[src/design/oipr_pkg.sv]
// How it works
// Flag outputs held low while enable clear
// Enable set shows each channel's range status
// Minimum flag width is 4 times 2^exponent
// Exponent doubles period; resets 0x7, enable 0x0
// Host writes zero to config bits 7:4
// Init status bit 0 set when done
// Host waits for init done, except reset
// Second profile: 0x06 low, 0x0F high, reset 0x0F
// Third profile: 0x00 low, 0x04 high, reset 0x04
// Fourth profile: 0x14 low, 0x1B high, reset 0x1B
// Low power only at up to 1 GSPS
// Host programs all profile registers together
// Host clears calibration and link enables first
// Host recalibrates after a profile change
// Flag asserts when level reaches threshold 0xF2
// New detection restarts the stretch counter
package oipr_pkg;

  // Register offsets on the serial configuration port
  localparam logic [14:0] ADDR_CONTROL = 15'h0000;
  localparam logic [14:0] ADDR_RANGE_THRESHOLD = 15'h0211;
  localparam logic [14:0] ADDR_RANGE_FLAG_CONFIG = 15'h0213;
  localparam logic [14:0] ADDR_INIT_DONE_STATUS = 15'h0270;
  localparam logic [14:0] ADDR_POWER_PROFILE_SECOND = 15'h029A;
  localparam logic [14:0] ADDR_POWER_PROFILE_THIRD = 15'h029B;
  localparam logic [14:0] ADDR_POWER_PROFILE_FOURTH = 15'h029C;

  // Reset values
  localparam logic [7:0] RST_RANGE_THRESHOLD = 8'hF2;
  localparam logic [2:0] RST_STRETCH_EXP = 3'h7;
  localparam logic RST_FLAG_ENABLE = 1'h0;
  localparam logic [3:0] RST_CFG_RSVD = 4'h0;
  localparam logic [7:0] RST_PROFILE_SECOND = 8'h0F;
  localparam logic [7:0] RST_PROFILE_THIRD = 8'h04;
  localparam logic [7:0] RST_PROFILE_FOURTH = 8'h1B;

  // Profile codes
  localparam logic [7:0] LOW_CODE_SECOND = 8'h06;
  localparam logic [7:0] LOW_CODE_THIRD = 8'h00;
  localparam logic [7:0] LOW_CODE_FOURTH = 8'h14;

  // Soft reset bit in the control register
  localparam int SOFT_RESET_BIT = 7;

  // Serial frame layout: read flag, 15-bit address, 8-bit data
  localparam logic [4:0] FRAME_LAST_BIT = 5'h17;
  localparam logic [4:0] HEADER_LAST_BIT = 5'h0F;
  localparam logic [4:0] HEADER_BITS = 5'h10;
  localparam logic [4:0] FIRST_SHIFT_BIT = 5'h11;

  // Sample and level widths
  localparam int SAMPLE_W = 12;
  localparam int CHANNELS = 4;
  localparam logic [7:0] LEVEL_SATURATED = 8'hFF;

  // Range flag stretch: base 4 sampling cycles, counter wide enough for 4 * 2^7
  localparam int STRETCH_W = 10;
  localparam logic [STRETCH_W-1:0] STRETCH_BASE = 10'h004;

  // Initialization time after reset
  localparam int CLK_MHZ = 125;
  localparam int INIT_TIME_NS = 1000;
  localparam int INIT_CYCLES = (INIT_TIME_NS * CLK_MHZ + 999) / 1000;
  localparam int INIT_CNT_W = 8;

  // Range flag configuration field layout
  typedef struct packed {
    logic [3:0] rsvd;
    logic enable;
    logic [2:0] stretch_exp;
  } oipr_range_cfg_t;

  // Decoded serial command header
  typedef struct packed {
    logic rd;
    logic [14:0] addr;
  } oipr_cmd_t;

endpackage

[src/design/oipr_top.sv]
`timescale 1ns/1ps
// Range flag, init status and power profile registers behind the serial port
module oipr_top (
  input wire logic CLK_SYS_IN,
  input wire logic SRST_IN,
  input wire logic SPI_SCLK_IN,
  input wire logic SPI_CS_N_IN,
  input wire logic SPI_SDI_IN,
  output logic SPI_SDO_OUT,
  output logic SPI_SDO_OE_OUT,
  input wire logic SAMPLE_VALID_IN,
  input wire logic [3:0][11:0] SAMPLE_IN,
  output logic RANGE_FLAG_OUT_A_OUT,
  output logic RANGE_FLAG_OUT_B_OUT,
  output logic RANGE_FLAG_OUT_C_OUT,
  output logic RANGE_FLAG_OUT_D_OUT,
  output logic [7:0] PROFILE_CODE_SECOND_OUT,
  output logic [7:0] PROFILE_CODE_THIRD_OUT,
  output logic [7:0] PROFILE_CODE_FOURTH_OUT,
  output logic LOW_POWER_ACTIVE_OUT,
  output logic INIT_DONE_OUT
);

  // Pin synchronisers: index 0 clock, 1 select, 2 data
  logic [2:0] pin_meta_q;
  logic [2:0] pin_sync_q;
  logic sclk_prev_q;
  logic sclk_rise;
  logic sclk_fall;
  logic cs_active;
  logic sdi_bit;

  // Frame state
  logic [4:0] bit_cnt_q;
  logic frame_done_q;
  logic [22:0] shift_q;
  oipr_pkg::oipr_cmd_t cmd_q;
  oipr_pkg::oipr_cmd_t hdr_now;
  logic [7:0] rd_shift_q;
  logic rd_active_q;
  logic sdo_q;
  logic sdo_oe_q;

  // Write strobe formed on the last data bit
  logic wr_stb;
  logic [7:0] wr_data;

  // Register file
  logic [7:0] threshold_q;
  oipr_pkg::oipr_range_cfg_t range_cfg_q;
  logic [7:0] profile_second_q;
  logic [7:0] profile_third_q;
  logic [7:0] profile_fourth_q;
  logic soft_rst_q;
  logic blk_rst;
  logic [7:0] rd_data;

  // Status and outputs
  logic init_done;
  logic [3:0] chan_flag;
  logic [3:0] range_flag_q;
  logic [7:0] prof2_out_q;
  logic [7:0] prof3_out_q;
  logic [7:0] prof4_out_q;
  logic low_power_q;
  logic init_done_q;

  // Soft reset behaves like a power-on reset for the registers, timer and flag and profile pins; the serial port logic resets only on SRST_IN
  assign blk_rst = SRST_IN | soft_rst_q;

  // Two flops on every serial port pin before any logic looks at it; select resets idle high
  always_ff @(posedge CLK_SYS_IN) begin
    if (SRST_IN) begin
      pin_meta_q <= 3'h2;
      pin_sync_q <= 3'h2;
    end else begin
      pin_meta_q <= {SPI_SDI_IN, SPI_CS_N_IN, SPI_SCLK_IN};
      pin_sync_q <= pin_meta_q;
    end
  end

  // Last serial clock level; resets to the idle low level so no false edge follows
  always_ff @(posedge CLK_SYS_IN) begin
    if (SRST_IN) begin
      sclk_prev_q <= 1'b0;
    end else begin
      sclk_prev_q <= pin_sync_q[0];
    end
  end

  // Edges of the serial clock, seen through the synchroniser
  always_comb begin
    cs_active = !pin_sync_q[1];
    sdi_bit = pin_sync_q[2];
    sclk_rise = cs_active && pin_sync_q[0] && !sclk_prev_q;
    sclk_fall = cs_active && !pin_sync_q[0] && sclk_prev_q;
    hdr_now = {shift_q[14:0], sdi_bit};
    wr_data = {shift_q[6:0], sdi_bit};
    wr_stb = sclk_rise && (bit_cnt_q == oipr_pkg::FRAME_LAST_BIT) && !cmd_q.rd &&
      !frame_done_q;
  end

  // Shift register and bit counter; deselect aborts a partial frame
  always_ff @(posedge CLK_SYS_IN) begin
    if (SRST_IN || !cs_active) begin
      bit_cnt_q <= '0;
      shift_q <= '0;
    end else if (sclk_rise) begin
      shift_q <= {shift_q[21:0], sdi_bit};
      if (bit_cnt_q != oipr_pkg::FRAME_LAST_BIT) begin
        bit_cnt_q <= bit_cnt_q + 5'h01;
      end
    end
  end

  // Frame end marker: bits after the twenty-fourth are ignored, so a long frame
  // cannot commit the same write twice
  always_ff @(posedge CLK_SYS_IN) begin
    if (SRST_IN || !cs_active) begin
      frame_done_q <= 1'b0;
    end else if (sclk_rise && bit_cnt_q == oipr_pkg::FRAME_LAST_BIT) begin
      frame_done_q <= 1'b1;
    end
  end

  // Header latch: read flag and address after the sixteenth bit
  always_ff @(posedge CLK_SYS_IN) begin
    if (SRST_IN || !cs_active) begin
      cmd_q <= '0;
    end else if (sclk_rise && bit_cnt_q == oipr_pkg::HEADER_LAST_BIT) begin
      cmd_q <= hdr_now;
    end
  end

  // Read data mux; unmapped addresses read zero
  always_comb begin
    case (hdr_now.addr)
      oipr_pkg::ADDR_RANGE_THRESHOLD: rd_data = threshold_q;
      oipr_pkg::ADDR_RANGE_FLAG_CONFIG: rd_data = range_cfg_q;
      oipr_pkg::ADDR_INIT_DONE_STATUS: rd_data = {7'h00, init_done};
      oipr_pkg::ADDR_POWER_PROFILE_SECOND: rd_data = profile_second_q;
      oipr_pkg::ADDR_POWER_PROFILE_THIRD: rd_data = profile_third_q;
      oipr_pkg::ADDR_POWER_PROFILE_FOURTH: rd_data = profile_fourth_q;
      default: rd_data = 8'h00;
    endcase
  end

  // Read shifter: first bit set up at header end, next ones on falling edges
  always_ff @(posedge CLK_SYS_IN) begin
    if (SRST_IN || !cs_active) begin
      rd_shift_q <= '0;
    end else if (sclk_rise && bit_cnt_q == oipr_pkg::HEADER_LAST_BIT) begin
      rd_shift_q <= rd_data;
    end else if (sclk_fall && bit_cnt_q >= oipr_pkg::FIRST_SHIFT_BIT) begin
      rd_shift_q <= {rd_shift_q[6:0], 1'b0};
    end
  end

  // Read flag of the current frame, held until deselect
  always_ff @(posedge CLK_SYS_IN) begin
    if (SRST_IN || !cs_active) begin
      rd_active_q <= 1'b0;
    end else if (sclk_rise && bit_cnt_q == oipr_pkg::HEADER_LAST_BIT) begin
      rd_active_q <= hdr_now.rd;
    end
  end

  // Data out pin comes straight from a flop
  always_ff @(posedge CLK_SYS_IN) begin
    if (SRST_IN) begin
      sdo_q <= 1'b0;
    end else begin
      sdo_q <= rd_shift_q[7];
    end
  end

  // Output enable only while a read frame owns the data phase
  always_ff @(posedge CLK_SYS_IN) begin
    if (SRST_IN) begin
      sdo_oe_q <= 1'b0;
    end else begin
      sdo_oe_q <= rd_active_q && cs_active && (bit_cnt_q >= oipr_pkg::HEADER_BITS);
    end
  end

  // Soft reset pulse; the host may issue it even before init is done
  always_ff @(posedge CLK_SYS_IN) begin
    if (SRST_IN) begin
      soft_rst_q <= 1'b0;
    end else begin
      soft_rst_q <= wr_stb && (cmd_q.addr == oipr_pkg::ADDR_CONTROL) &&
        wr_data[oipr_pkg::SOFT_RESET_BIT];
    end
  end

  // Threshold register
  always_ff @(posedge CLK_SYS_IN) begin
    if (blk_rst) begin
      threshold_q <= oipr_pkg::RST_RANGE_THRESHOLD;
    end else if (wr_stb && cmd_q.addr == oipr_pkg::ADDR_RANGE_THRESHOLD) begin
      threshold_q <= wr_data;
    end
  end

  // Flag config: reserved bits stored as written, host keeps them zero
  always_ff @(posedge CLK_SYS_IN) begin
    if (blk_rst) begin
      range_cfg_q.rsvd <= oipr_pkg::RST_CFG_RSVD;
      range_cfg_q.enable <= oipr_pkg::RST_FLAG_ENABLE;
      range_cfg_q.stretch_exp <= oipr_pkg::RST_STRETCH_EXP;
    end else if (wr_stb && cmd_q.addr == oipr_pkg::ADDR_RANGE_FLAG_CONFIG) begin
      range_cfg_q <= wr_data;
    end
  end

  // Power profile registers; reserved codes are stored but not decoded
  always_ff @(posedge CLK_SYS_IN) begin
    if (blk_rst) begin
      profile_second_q <= oipr_pkg::RST_PROFILE_SECOND;
      profile_third_q <= oipr_pkg::RST_PROFILE_THIRD;
      profile_fourth_q <= oipr_pkg::RST_PROFILE_FOURTH;
    end else if (wr_stb) begin
      if (cmd_q.addr == oipr_pkg::ADDR_POWER_PROFILE_SECOND) begin
        profile_second_q <= wr_data;
      end
      if (cmd_q.addr == oipr_pkg::ADDR_POWER_PROFILE_THIRD) begin
        profile_third_q <= wr_data;
      end
      if (cmd_q.addr == oipr_pkg::ADDR_POWER_PROFILE_FOURTH) begin
        profile_fourth_q <= wr_data;
      end
    end
  end

  // Profile codes to the analog core, one cycle behind the registers
  always_ff @(posedge CLK_SYS_IN) begin
    if (blk_rst) begin
      prof2_out_q <= oipr_pkg::RST_PROFILE_SECOND;
      prof3_out_q <= oipr_pkg::RST_PROFILE_THIRD;
      prof4_out_q <= oipr_pkg::RST_PROFILE_FOURTH;
    end else begin
      prof2_out_q <= profile_second_q;
      prof3_out_q <= profile_third_q;
      prof4_out_q <= profile_fourth_q;
    end
  end

  // Low-power summary; only a matched set counts, since the host writes them as a group
  always_ff @(posedge CLK_SYS_IN) begin
    if (blk_rst) begin
      low_power_q <= 1'b0;
    end else begin
      low_power_q <= (profile_second_q == oipr_pkg::LOW_CODE_SECOND) &&
        (profile_third_q == oipr_pkg::LOW_CODE_THIRD) &&
        (profile_fourth_q == oipr_pkg::LOW_CODE_FOURTH);
    end
  end

  // Initialization timer, restarted by soft reset
  oipr_init u_init (
    .clk_in(CLK_SYS_IN),
    .rst_in(blk_rst),
    .done_out(init_done)
  );

  // One detector per channel
  for (genvar ch = 0; ch < oipr_pkg::CHANNELS; ch++) begin : g_chan
    oipr_chan u_chan (
      .clk_in(CLK_SYS_IN),
      .rst_in(blk_rst),
      .sample_valid_in(SAMPLE_VALID_IN),
      .sample_in(SAMPLE_IN[ch]),
      .threshold_in(threshold_q),
      .stretch_exp_in(range_cfg_q.stretch_exp),
      .flag_out(chan_flag[ch])
    );
  end

  // Flag pins gated by the enable; detectors keep running while gated
  always_ff @(posedge CLK_SYS_IN) begin
    if (blk_rst) begin
      range_flag_q <= '0;
    end else if (range_cfg_q.enable) begin
      range_flag_q <= chan_flag;
    end else begin
      range_flag_q <= '0;
    end
  end

  // Init status pin
  always_ff @(posedge CLK_SYS_IN) begin
    if (blk_rst) begin
      init_done_q <= 1'b0;
    end else begin
      init_done_q <= init_done;
    end
  end

  assign SPI_SDO_OUT = sdo_q;
  assign SPI_SDO_OE_OUT = sdo_oe_q;
  assign RANGE_FLAG_OUT_A_OUT = range_flag_q[0];
  assign RANGE_FLAG_OUT_B_OUT = range_flag_q[1];
  assign RANGE_FLAG_OUT_C_OUT = range_flag_q[2];
  assign RANGE_FLAG_OUT_D_OUT = range_flag_q[3];
  assign PROFILE_CODE_SECOND_OUT = prof2_out_q;
  assign PROFILE_CODE_THIRD_OUT = prof3_out_q;
  assign PROFILE_CODE_FOURTH_OUT = prof4_out_q;
  assign LOW_POWER_ACTIVE_OUT = low_power_q;
  assign INIT_DONE_OUT = init_done_q;

endmodule

[src/design/oipr_chan.sv]
`timescale 1ns/1ps
// Per-channel level detector with minimum-width pulse stretch
module oipr_chan (
  input wire logic clk_in,
  input wire logic rst_in,
  input wire logic sample_valid_in,
  input wire logic [oipr_pkg::SAMPLE_W-1:0] sample_in,
  input wire logic [7:0] threshold_in,
  input wire logic [2:0] stretch_exp_in,
  output logic flag_out
);

  logic [oipr_pkg::SAMPLE_W-1:0] mag;
  logic [7:0] level;
  logic detect;
  logic [oipr_pkg::STRETCH_W-1:0] len;
  logic [oipr_pkg::STRETCH_W-1:0] cnt_q;
  logic flag_q;

  // Magnitude scaled so full scale maps onto the 8-bit threshold range
  always_comb begin
    mag = sample_in[oipr_pkg::SAMPLE_W-1] ? oipr_pkg::SAMPLE_W'(-sample_in) : sample_in;
    level = mag[oipr_pkg::SAMPLE_W-1] ? oipr_pkg::LEVEL_SATURATED : mag[10:3];
    detect = sample_valid_in && (level >= threshold_in);
    len = oipr_pkg::STRETCH_BASE << stretch_exp_in; // see R3
  end

  // Stretch counter counts sampling cycles, not system clocks
  always_ff @(posedge clk_in) begin
    if (rst_in) begin
      cnt_q <= '0;
      flag_q <= 1'b0;
    end else if (detect) begin
      cnt_q <= len - oipr_pkg::STRETCH_W'(1);
      flag_q <= 1'b1;
    end else if (sample_valid_in) begin
      if (cnt_q != '0) begin
        cnt_q <= cnt_q - oipr_pkg::STRETCH_W'(1);
      end else begin
        flag_q <= 1'b0;
      end
    end
  end

  assign flag_out = flag_q;

endmodule

[src/design/oipr_init.sv]
`timescale 1ns/1ps
// Initialization timer: done flag rises a fixed time after reset
module oipr_init (
  input wire logic clk_in,
  input wire logic rst_in,
  output logic done_out
);

  logic [oipr_pkg::INIT_CNT_W-1:0] cnt_q;
  logic done_q;

  // Count until the internal setup time has elapsed, then hold done
  always_ff @(posedge clk_in) begin
    if (rst_in) begin
      cnt_q <= '0;
      done_q <= 1'b0;
    end else if (!done_q) begin
      if (cnt_q == oipr_pkg::INIT_CNT_W'(oipr_pkg::INIT_CYCLES - 1)) begin
        done_q <= 1'b1;
      end
      cnt_q <= cnt_q + oipr_pkg::INIT_CNT_W'(1);
    end
  end

  assign done_out = done_q;

endmodule

[config.mk]
export PLATFORM = sky130hd
export DESIGN_NAME = oipr_top
export DESIGN_NICKNAME = d
export VERILOG_FILES = /design/src/design/oipr_pkg.sv /design/src/design/oipr_top.sv /design/src/design/oipr_chan.sv /design/src/design/oipr_init.sv
export SDC_FILE = /design/constraint.sdc
export NUM_CORES = 1
export LEC_CHECK = 0
export ABC_AREA = 0
export BUFFER_PORTS_ARGS = -buffer_cell sky130_fd_sc_hd__buf_2
export CAP_MARGIN = 10
export CORE_MARGIN = 1.5
export CORE_UTILIZATION = 60
export DETAILED_ROUTE_END_ITERATION = 16
export GPL_ROUTABILITY_DRIVEN = 0
export GPL_TIMING_DRIVEN = 0
export HOLD_SLACK_MARGIN = 0.08
export MAX_ROUTING_LAYER = met4
export PLACE_DENSITY = 0.8
export SLEW_MARGIN = 20
export SYNTH_ARGS = -nofsm -noshare
export SYNTH_HDL_FRONTEND = slang
export SYNTH_SLANG_ARGS = --single-unit
[constraint.sdc]
create_clock -name CLK_SYS_IN -period 5.6 [get_ports CLK_SYS_IN]
set_clock_uncertainty 0.05 [all_clocks]
set_input_delay 0.84 -clock CLK_SYS_IN [delete_from_list [all_inputs] [get_ports CLK_SYS_IN]]
set_output_delay 0.84 -clock CLK_SYS_IN [all_outputs]
set_load 0.005 [all_outputs]
==> run summary, run 1 <==
layout cell share with drive strength beyond 1: 11.9%
nets: 1322
ys async rst share: 0%
1st-pass router iterations: 5
slowest stage delay, CP: 0.57 ns
Cell Int Power: 2.49 mW
Critical Path, Cell by Cell: buf_2, or4_4, or3_1, or3_1, or3_1, or3b_1, buf_2, and2_1, ha_1, nand2b_1, a2111oi_0, o31ai_1, clkbuf_1, o21ai_0, a221oi_1
met2 GRT Util: 46.3%
Most common cell on crit path: or3_1
post-synthesis sequential area ratio: 38.6%
CP max FO: 10
DIE AREA: 16100 µm²
register area: 3560 µm²
row count: 45
via count: 8603
PD cells: 359 nW/µm²
total wire length: 23100 µm
Core Util, Final: 69.3%
root buffer cell: clkbuf_16
Worst VDD drop: 301 µV
Max Transition Viols Final: 0
All-Layer GR Usage: 29.7%
vias per cell: 6.03
WHS: 0.360 ns
clock slew at reported path FFs: 0.07 ns
WS Path Type: input port to flop
Switching Share: 33.7%
unrepaired setup endpoints after global routing: false
DR iter-0 viols: 811
Most Crowded Layer GR: met2
top cell type's share of synthesized area: 38.6%
post-DP HPWL: 16500 µm
Psw: 1.27 mW
Fmax achieved: 210 MHz
post-CTS setup buffers: 0
Clk pwr share: 30.7%
number of global-route vias before repair: 7664
WL per Instance: 16.2 µm
EDFF count, synth: 0
synthesis-stage register bit count: 178
Hold Violations, Final: 0
Fillers: 1265
die height: 127 µm
H-tree levels: 4
area added between synthesis and finish: 13.3%
largest net degree at the start of global routing: 17
Area contributors post-synth: dfxtp_1 39%, nand2_1 7.2%, ha_1 5.7%
clock net sink count: 178
Tmin final: 4.77 ns
CTS tree: done
Clock Path Buffers: 2
Resized cells post-CTS: 0
part of the cycle the worst path needs: 85.1%
area of the multi-input gates: 5290 µm²
WP data required: 5.88 ns
Die Wd: 127 µm
DRC: 0
initial antenna violation count: 0
antenna-violating nets left: 0
Synth Instances: 1123
Rel. slew slack: 46.5%
Ys Warns: 0
Pleak: 4.35 nW
final setup violation count: 0
Global Route met3 Usage: 4.31%
Congestion Overflow GR: 0
Critical Path Sink Type: flop
post-route setup TNS: 0 ns
most frequent cells in the layout: 178 x dfxtp_1, 178 x nand2_1, 87 x buf_2
Num CTS Buffers: 17
Syn Area/Cell: 8.22 µm²
largest area contributor in the synthesized netlist: dfxtp_1
count of different cell masters after synthesis: 67
n_diodes: 0
core area: 15100 µm²
syn nets: 1219
first-pass GRT wire length: 37500 µm
Slew @ Worst Pin: 0.801 ns
max_cap viols: 0
Seq pwr share: 40.2%
Startpoint Class: input port
clk_lat worst skew: 0.43 ns
slowest cell on the critical path: o31ai_1
mapped cell area: 9230 µm²
HP Class: flop to flop
main flop type after synthesis: dfxtp_1
status: complete, no violations
M1 GR Usage: 39.8%
Logic pwr share: 29.1%
I/O Buffers: 84
Initial Utilization: 61.2%
Arrival @ worst endpoint: 5.05 ns
# hold bufs at CTS: 0
Ports: 86
==> cells in the mapped netlist (11+ instances only) <==
cell type and number:
dfxtp_1 178, mux2i_1 38, nor3_1 27, inv_1 28, or3_1 23, and2_1 25, nand3_1 35, xor2_1 27
nor2b_1 13, nor2_1 74, a211oi_1 11, o21ai_0 68, clkbuf_1 67, a21oi_1 67, nand2_1 178, o31ai_1 11
ha_1 42, nor4_1 15
==> state kept, by name (all words and copies together) (netlist names), 3 cells and up <==
register and cells:
profile_fourth_q 8, g_chan.u_chan.cnt_q 40, cmd_q 15, PROFILE_CODE_THIRD_OUT 8, range_flag_q 4, bit_cnt_q 5
pin_meta_q 3, threshold_q 8, u_init.cnt_q 8, shift_q 15, profile_second_q 8, pin_sync_q 3
g_chan.u_chan.flag_out 4, range_cfg_q 8, PROFILE_CODE_FOURTH_OUT 8, profile_third_q 8, rd_shift_q 8, PROFILE_CODE_SECOND_OUT 8
==> metrics by stage <==
step                area (µm²)  instances  setup WS, ns  power [mW]
global route             10500       1427         0.549        3.95
detailed placement        9890       1395         0.424        2.59
CTS                      10500       1427         0.851        3.73
global placement          9890       1395         0.461        2.56
floorplan                 9230       1123         0.968        2.37
finish                   10500       1427         0.832        3.76
==> power by group through the flow <==
stage | Sequential [mW] | Combinational, mW | Clock [mW]
after floorplan | 1.50 | 0.862 | 0
after global placement | 1.53 | 1.03 | 0
after detailed placement | 1.53 | 1.06 | 0
after CTS | 1.51 | 1.07 | 1.16
after global routing | 1.52 | 1.22 | 1.21
final | 1.51 | 1.09 | 1.15
==> worst paths after layout <==
check	from	end	slack, ns	cells past startpoint
worst max register to register	shift_q[3]	rd_shift_q[3]	2.67	7
worst min-delay path	pin_meta_q[1]	pin_sync_q[1]	0.36	1
worst max-delay path	SAMPLE_IN[27]	g_chan[2].u_chan.cnt_q[1]	0.83	15
worst min register to register	pin_meta_q[1]	pin_sync_q[1]	0.36	1
==> kinds of logic (layout without fill, tap and decap cells) <==
group           Yosys count  count (layout)  synth area share [%]
compound gates          253             253                  17.8
buf+inv                 101             217                  4.15
xor+xnor                 33              33                  3.13
fa+ha+maj                42              42                  5.69
simple gates            468             468                  25.3
mux                      48              48                  5.34
flops                   178             178                  38.6
==> final cells by class <==
class | instances | area share [%]
Sequential cell | 178 | 34.1
Clock buffer | 20 | 4.27
Tap cell | 188 | 2.25
Clock inverter | 12 | 1.20
Inverter | 28 | 1.00
Buffer | 73 | 2.66
Multi-Input combinational cell | 844 | 50.5
Timing Repair Buffer | 84 | 4.02
==> critical path, delay by kind of cell <==
kind,cells,cell delay (ns)
AND/OR/NAND/NOR,7,2.14
buffers and inverters,3,0.65
adder cells (fa/ha/maj),1,0.26
AO/OA/AOI/OAI,4,1.17
==> layer usage <==
metal / part of all wire, % / up-vias
li1: - / 4228
met1: 46 / 4021
met2: 45 / 301
met3: 7.0 / 53
met4: 2.3 / 0
met5: 0 / -
No activity file was read; power rests on OpenSTA's default activity.
==> inputs of run 2 (changes only) <==
--- a/config.mk
+++ b/config.mk
@@ -15,7 +15,7 @@
 export GPL_TIMING_DRIVEN = 0
 export HOLD_SLACK_MARGIN = 0.08
 export MAX_ROUTING_LAYER = met4
-export PLACE_DENSITY = 0.8
+export PLACE_DENSITY_LB_ADDON = 0.1
 export SLEW_MARGIN = 20
 export SYNTH_ARGS = -nofsm -noshare
 export SYNTH_HDL_FRONTEND = slang
==> run 2 against run 1 <==
Critical path depth unchanged. Non-clock buffer count unchanged. Largest power group unchanged. Clock power about the same. Via count decreased by 0.28%. Sequential share of layout area decreased by 0.077 points.
==> run summary, run 2 (synthesized netlist as in run 1, its figures left out) <==
slowest cell on the critical path: o31ai_1
Psw: 1.33 mW
die height: 127 µm
initial antenna violation count: 0
row count: 45
Arrival @ worst endpoint: 5.13 ns
Place WS: 0.318 ns
Hold Violations, Final: 0
part of the cycle the worst path needs: 86.3%
via count: 8579
hold depth: 1
Fmax achieved: 207 MHz
Num CTS Buffers: 17
number of global-route vias before repair: 7613
Tmin final: 4.83 ns
layout cell share with drive strength beyond 1: 12.1%
max FFs per register: 40
placed instance area: 9890 µm²
1st-pass router iterations: 7
HP Class: flop to flop
n_diodes: 0
Slew @ Worst Pin: 0.874 ns
core area: 15100 µm²
Most common cell on crit path: or3_1
Fillers: 1240
nets: 1322
DRC: 0
All-Layer GR Usage: 29.9%
r2r worst-path depth: 7
Clk pwr share: 31.3%
status: complete, no violations
max_cap viols: 0
post-CTS setup buffers: 0
area added between synthesis and finish: 13.6%
DR iter-0 viols: 892
fin area: 10500 µm²
clk_lat worst skew: 0.44 ns
Crit. path cell count: 15
Clock Path Buffers: 2
clock slew at reported path FFs: 0.07 ns
WS Path Type: input port to flop
first-pass GRT wire length: 37700 µm
WL per Instance: 16.3 µm
clock net sink count: 178
most frequent cells in the layout: 178 x dfxtp_1, 178 x nand2_1, 87 x buf_2
dpl cells: 1395
vias per cell: 6.01
Die Wd: 127 µm
CP max FO: 10
final setup violation count: 0
WHS: 0.366 ns
antenna-violating nets left: 0
I/O Buffers: 84
Logic pwr share: 28.8%
Cell Int Power: 2.45 mW
Design Power: 3.79 mW
H-tree levels: 4
CTS tree: done
root buffer cell: clkbuf_16
Max Transition Viols Final: 0
Finished Layout Cells: 1427
Switching Share: 35.2%
final setup margin: 0.765 ns
total wire length: 23200 µm
Initial Utilization: 61.2%
Seq pwr share: 40.0%
Pleak: 4.35 nW
Startpoint Class: input port
post-route setup TNS: 0 ns
# hold bufs at CTS: 0
Congestion Overflow GR: 0
Worst VDD drop: 273 µV
slowest stage delay, CP: 0.61 ns
post-DP HPWL: 16400 µm
largest net degree at the start of global routing: 20
PD cells: 361 nW/µm²
Resized cells post-CTS: 0
CP bufs+invs: 3
biggest regs: g_chan.u_chan.cnt_q x40, cmd_q x15, shift_q x15
Critical Path, Cell by Cell: buf_2, or4_4, or3_1, or3_1, or3_1, or3b_1, buf_2, and2_1, ha_1, nand2b_1, a2111oi_0, o31ai_1, clkbuf_1, o21ai_0, a221oi_1
WP data required: 5.90 ns
unrepaired setup endpoints after global routing: false
Biggest register: g_chan.u_chan.cnt_q
Core Util, Final: 69.5%
reg2reg setup slack: 2.59 ns
Ports: 86
Critical Path Sink Type: flop
critical path's top delay family: simple AND/OR/NAND/NOR gates
DIE AREA: 16100 µm²
Rel. slew slack: 41.6%
-- run 2: final timing paths --
check,start,end
max,SAMPLE_IN[27],g_chan[2].u_chan.cnt_q[1]
min,pin_meta_q[1],pin_sync_q[1]
max reg2reg,shift_q[3],rd_shift_q[5]
min reg2reg,pin_meta_q[1],pin_sync_q[1]
-- run 2: power groups by stage --
| stage | Combinational (mW) | Sequential (mW) | Clock, mW |
|---|---|---|---|
| after CTS | 1.07 | 1.51 | 1.19 |
| after floorplan | 0.862 | 1.50 | 0 |
| final | 1.09 | 1.51 | 1.18 |
| after detailed placement | 1.06 | 1.53 | 0 |
| after global routing | 1.22 | 1.53 | 1.25 |
| after global placement | 1.05 | 1.53 | 0 |
-- run 2: routing by layer --
| layer | part of all wire (%) | vias to the layer above | global-route usage (%) | wire, µm |
|---|---|---|---|---|
| met5 | 0 | - | - | 0 |
| met4 | 1.7 | 0 | 8.16 | 403 |
| met3 | 6.6 | 35 | 5.32 | 1530 |
| met2 | 45 | 317 | 46.6 | 10400 |
| met1 | 47 | 4005 | 40.3 | 10800 |
| li1 | - | 4222 | - | - |
-- run 2: worst reg2reg max path, cell delays in order, from the launching register on --
cell and delay, ns:
dfxtp_1 0.31, clkbuf_1 0.43, nor4bb_1 0.57, nand3_1 0.23
nor3b_1 0.77, a222oi_1 0.20, o21ai_0 0.24, o211a_1 0.17
-- run 2: final cells by class --
type	count	area, µm²	share of cell area, %
sequential	178	3560	34.0
timing repair buffer	84	420	4.01
multi-input combinational	844	5290	50.4
inverter	28	105	1.00
clock inverter	15	170	1.62
tap	188	235	2.24
clock buffer	17	425	4.06
buffer	73	278	2.65
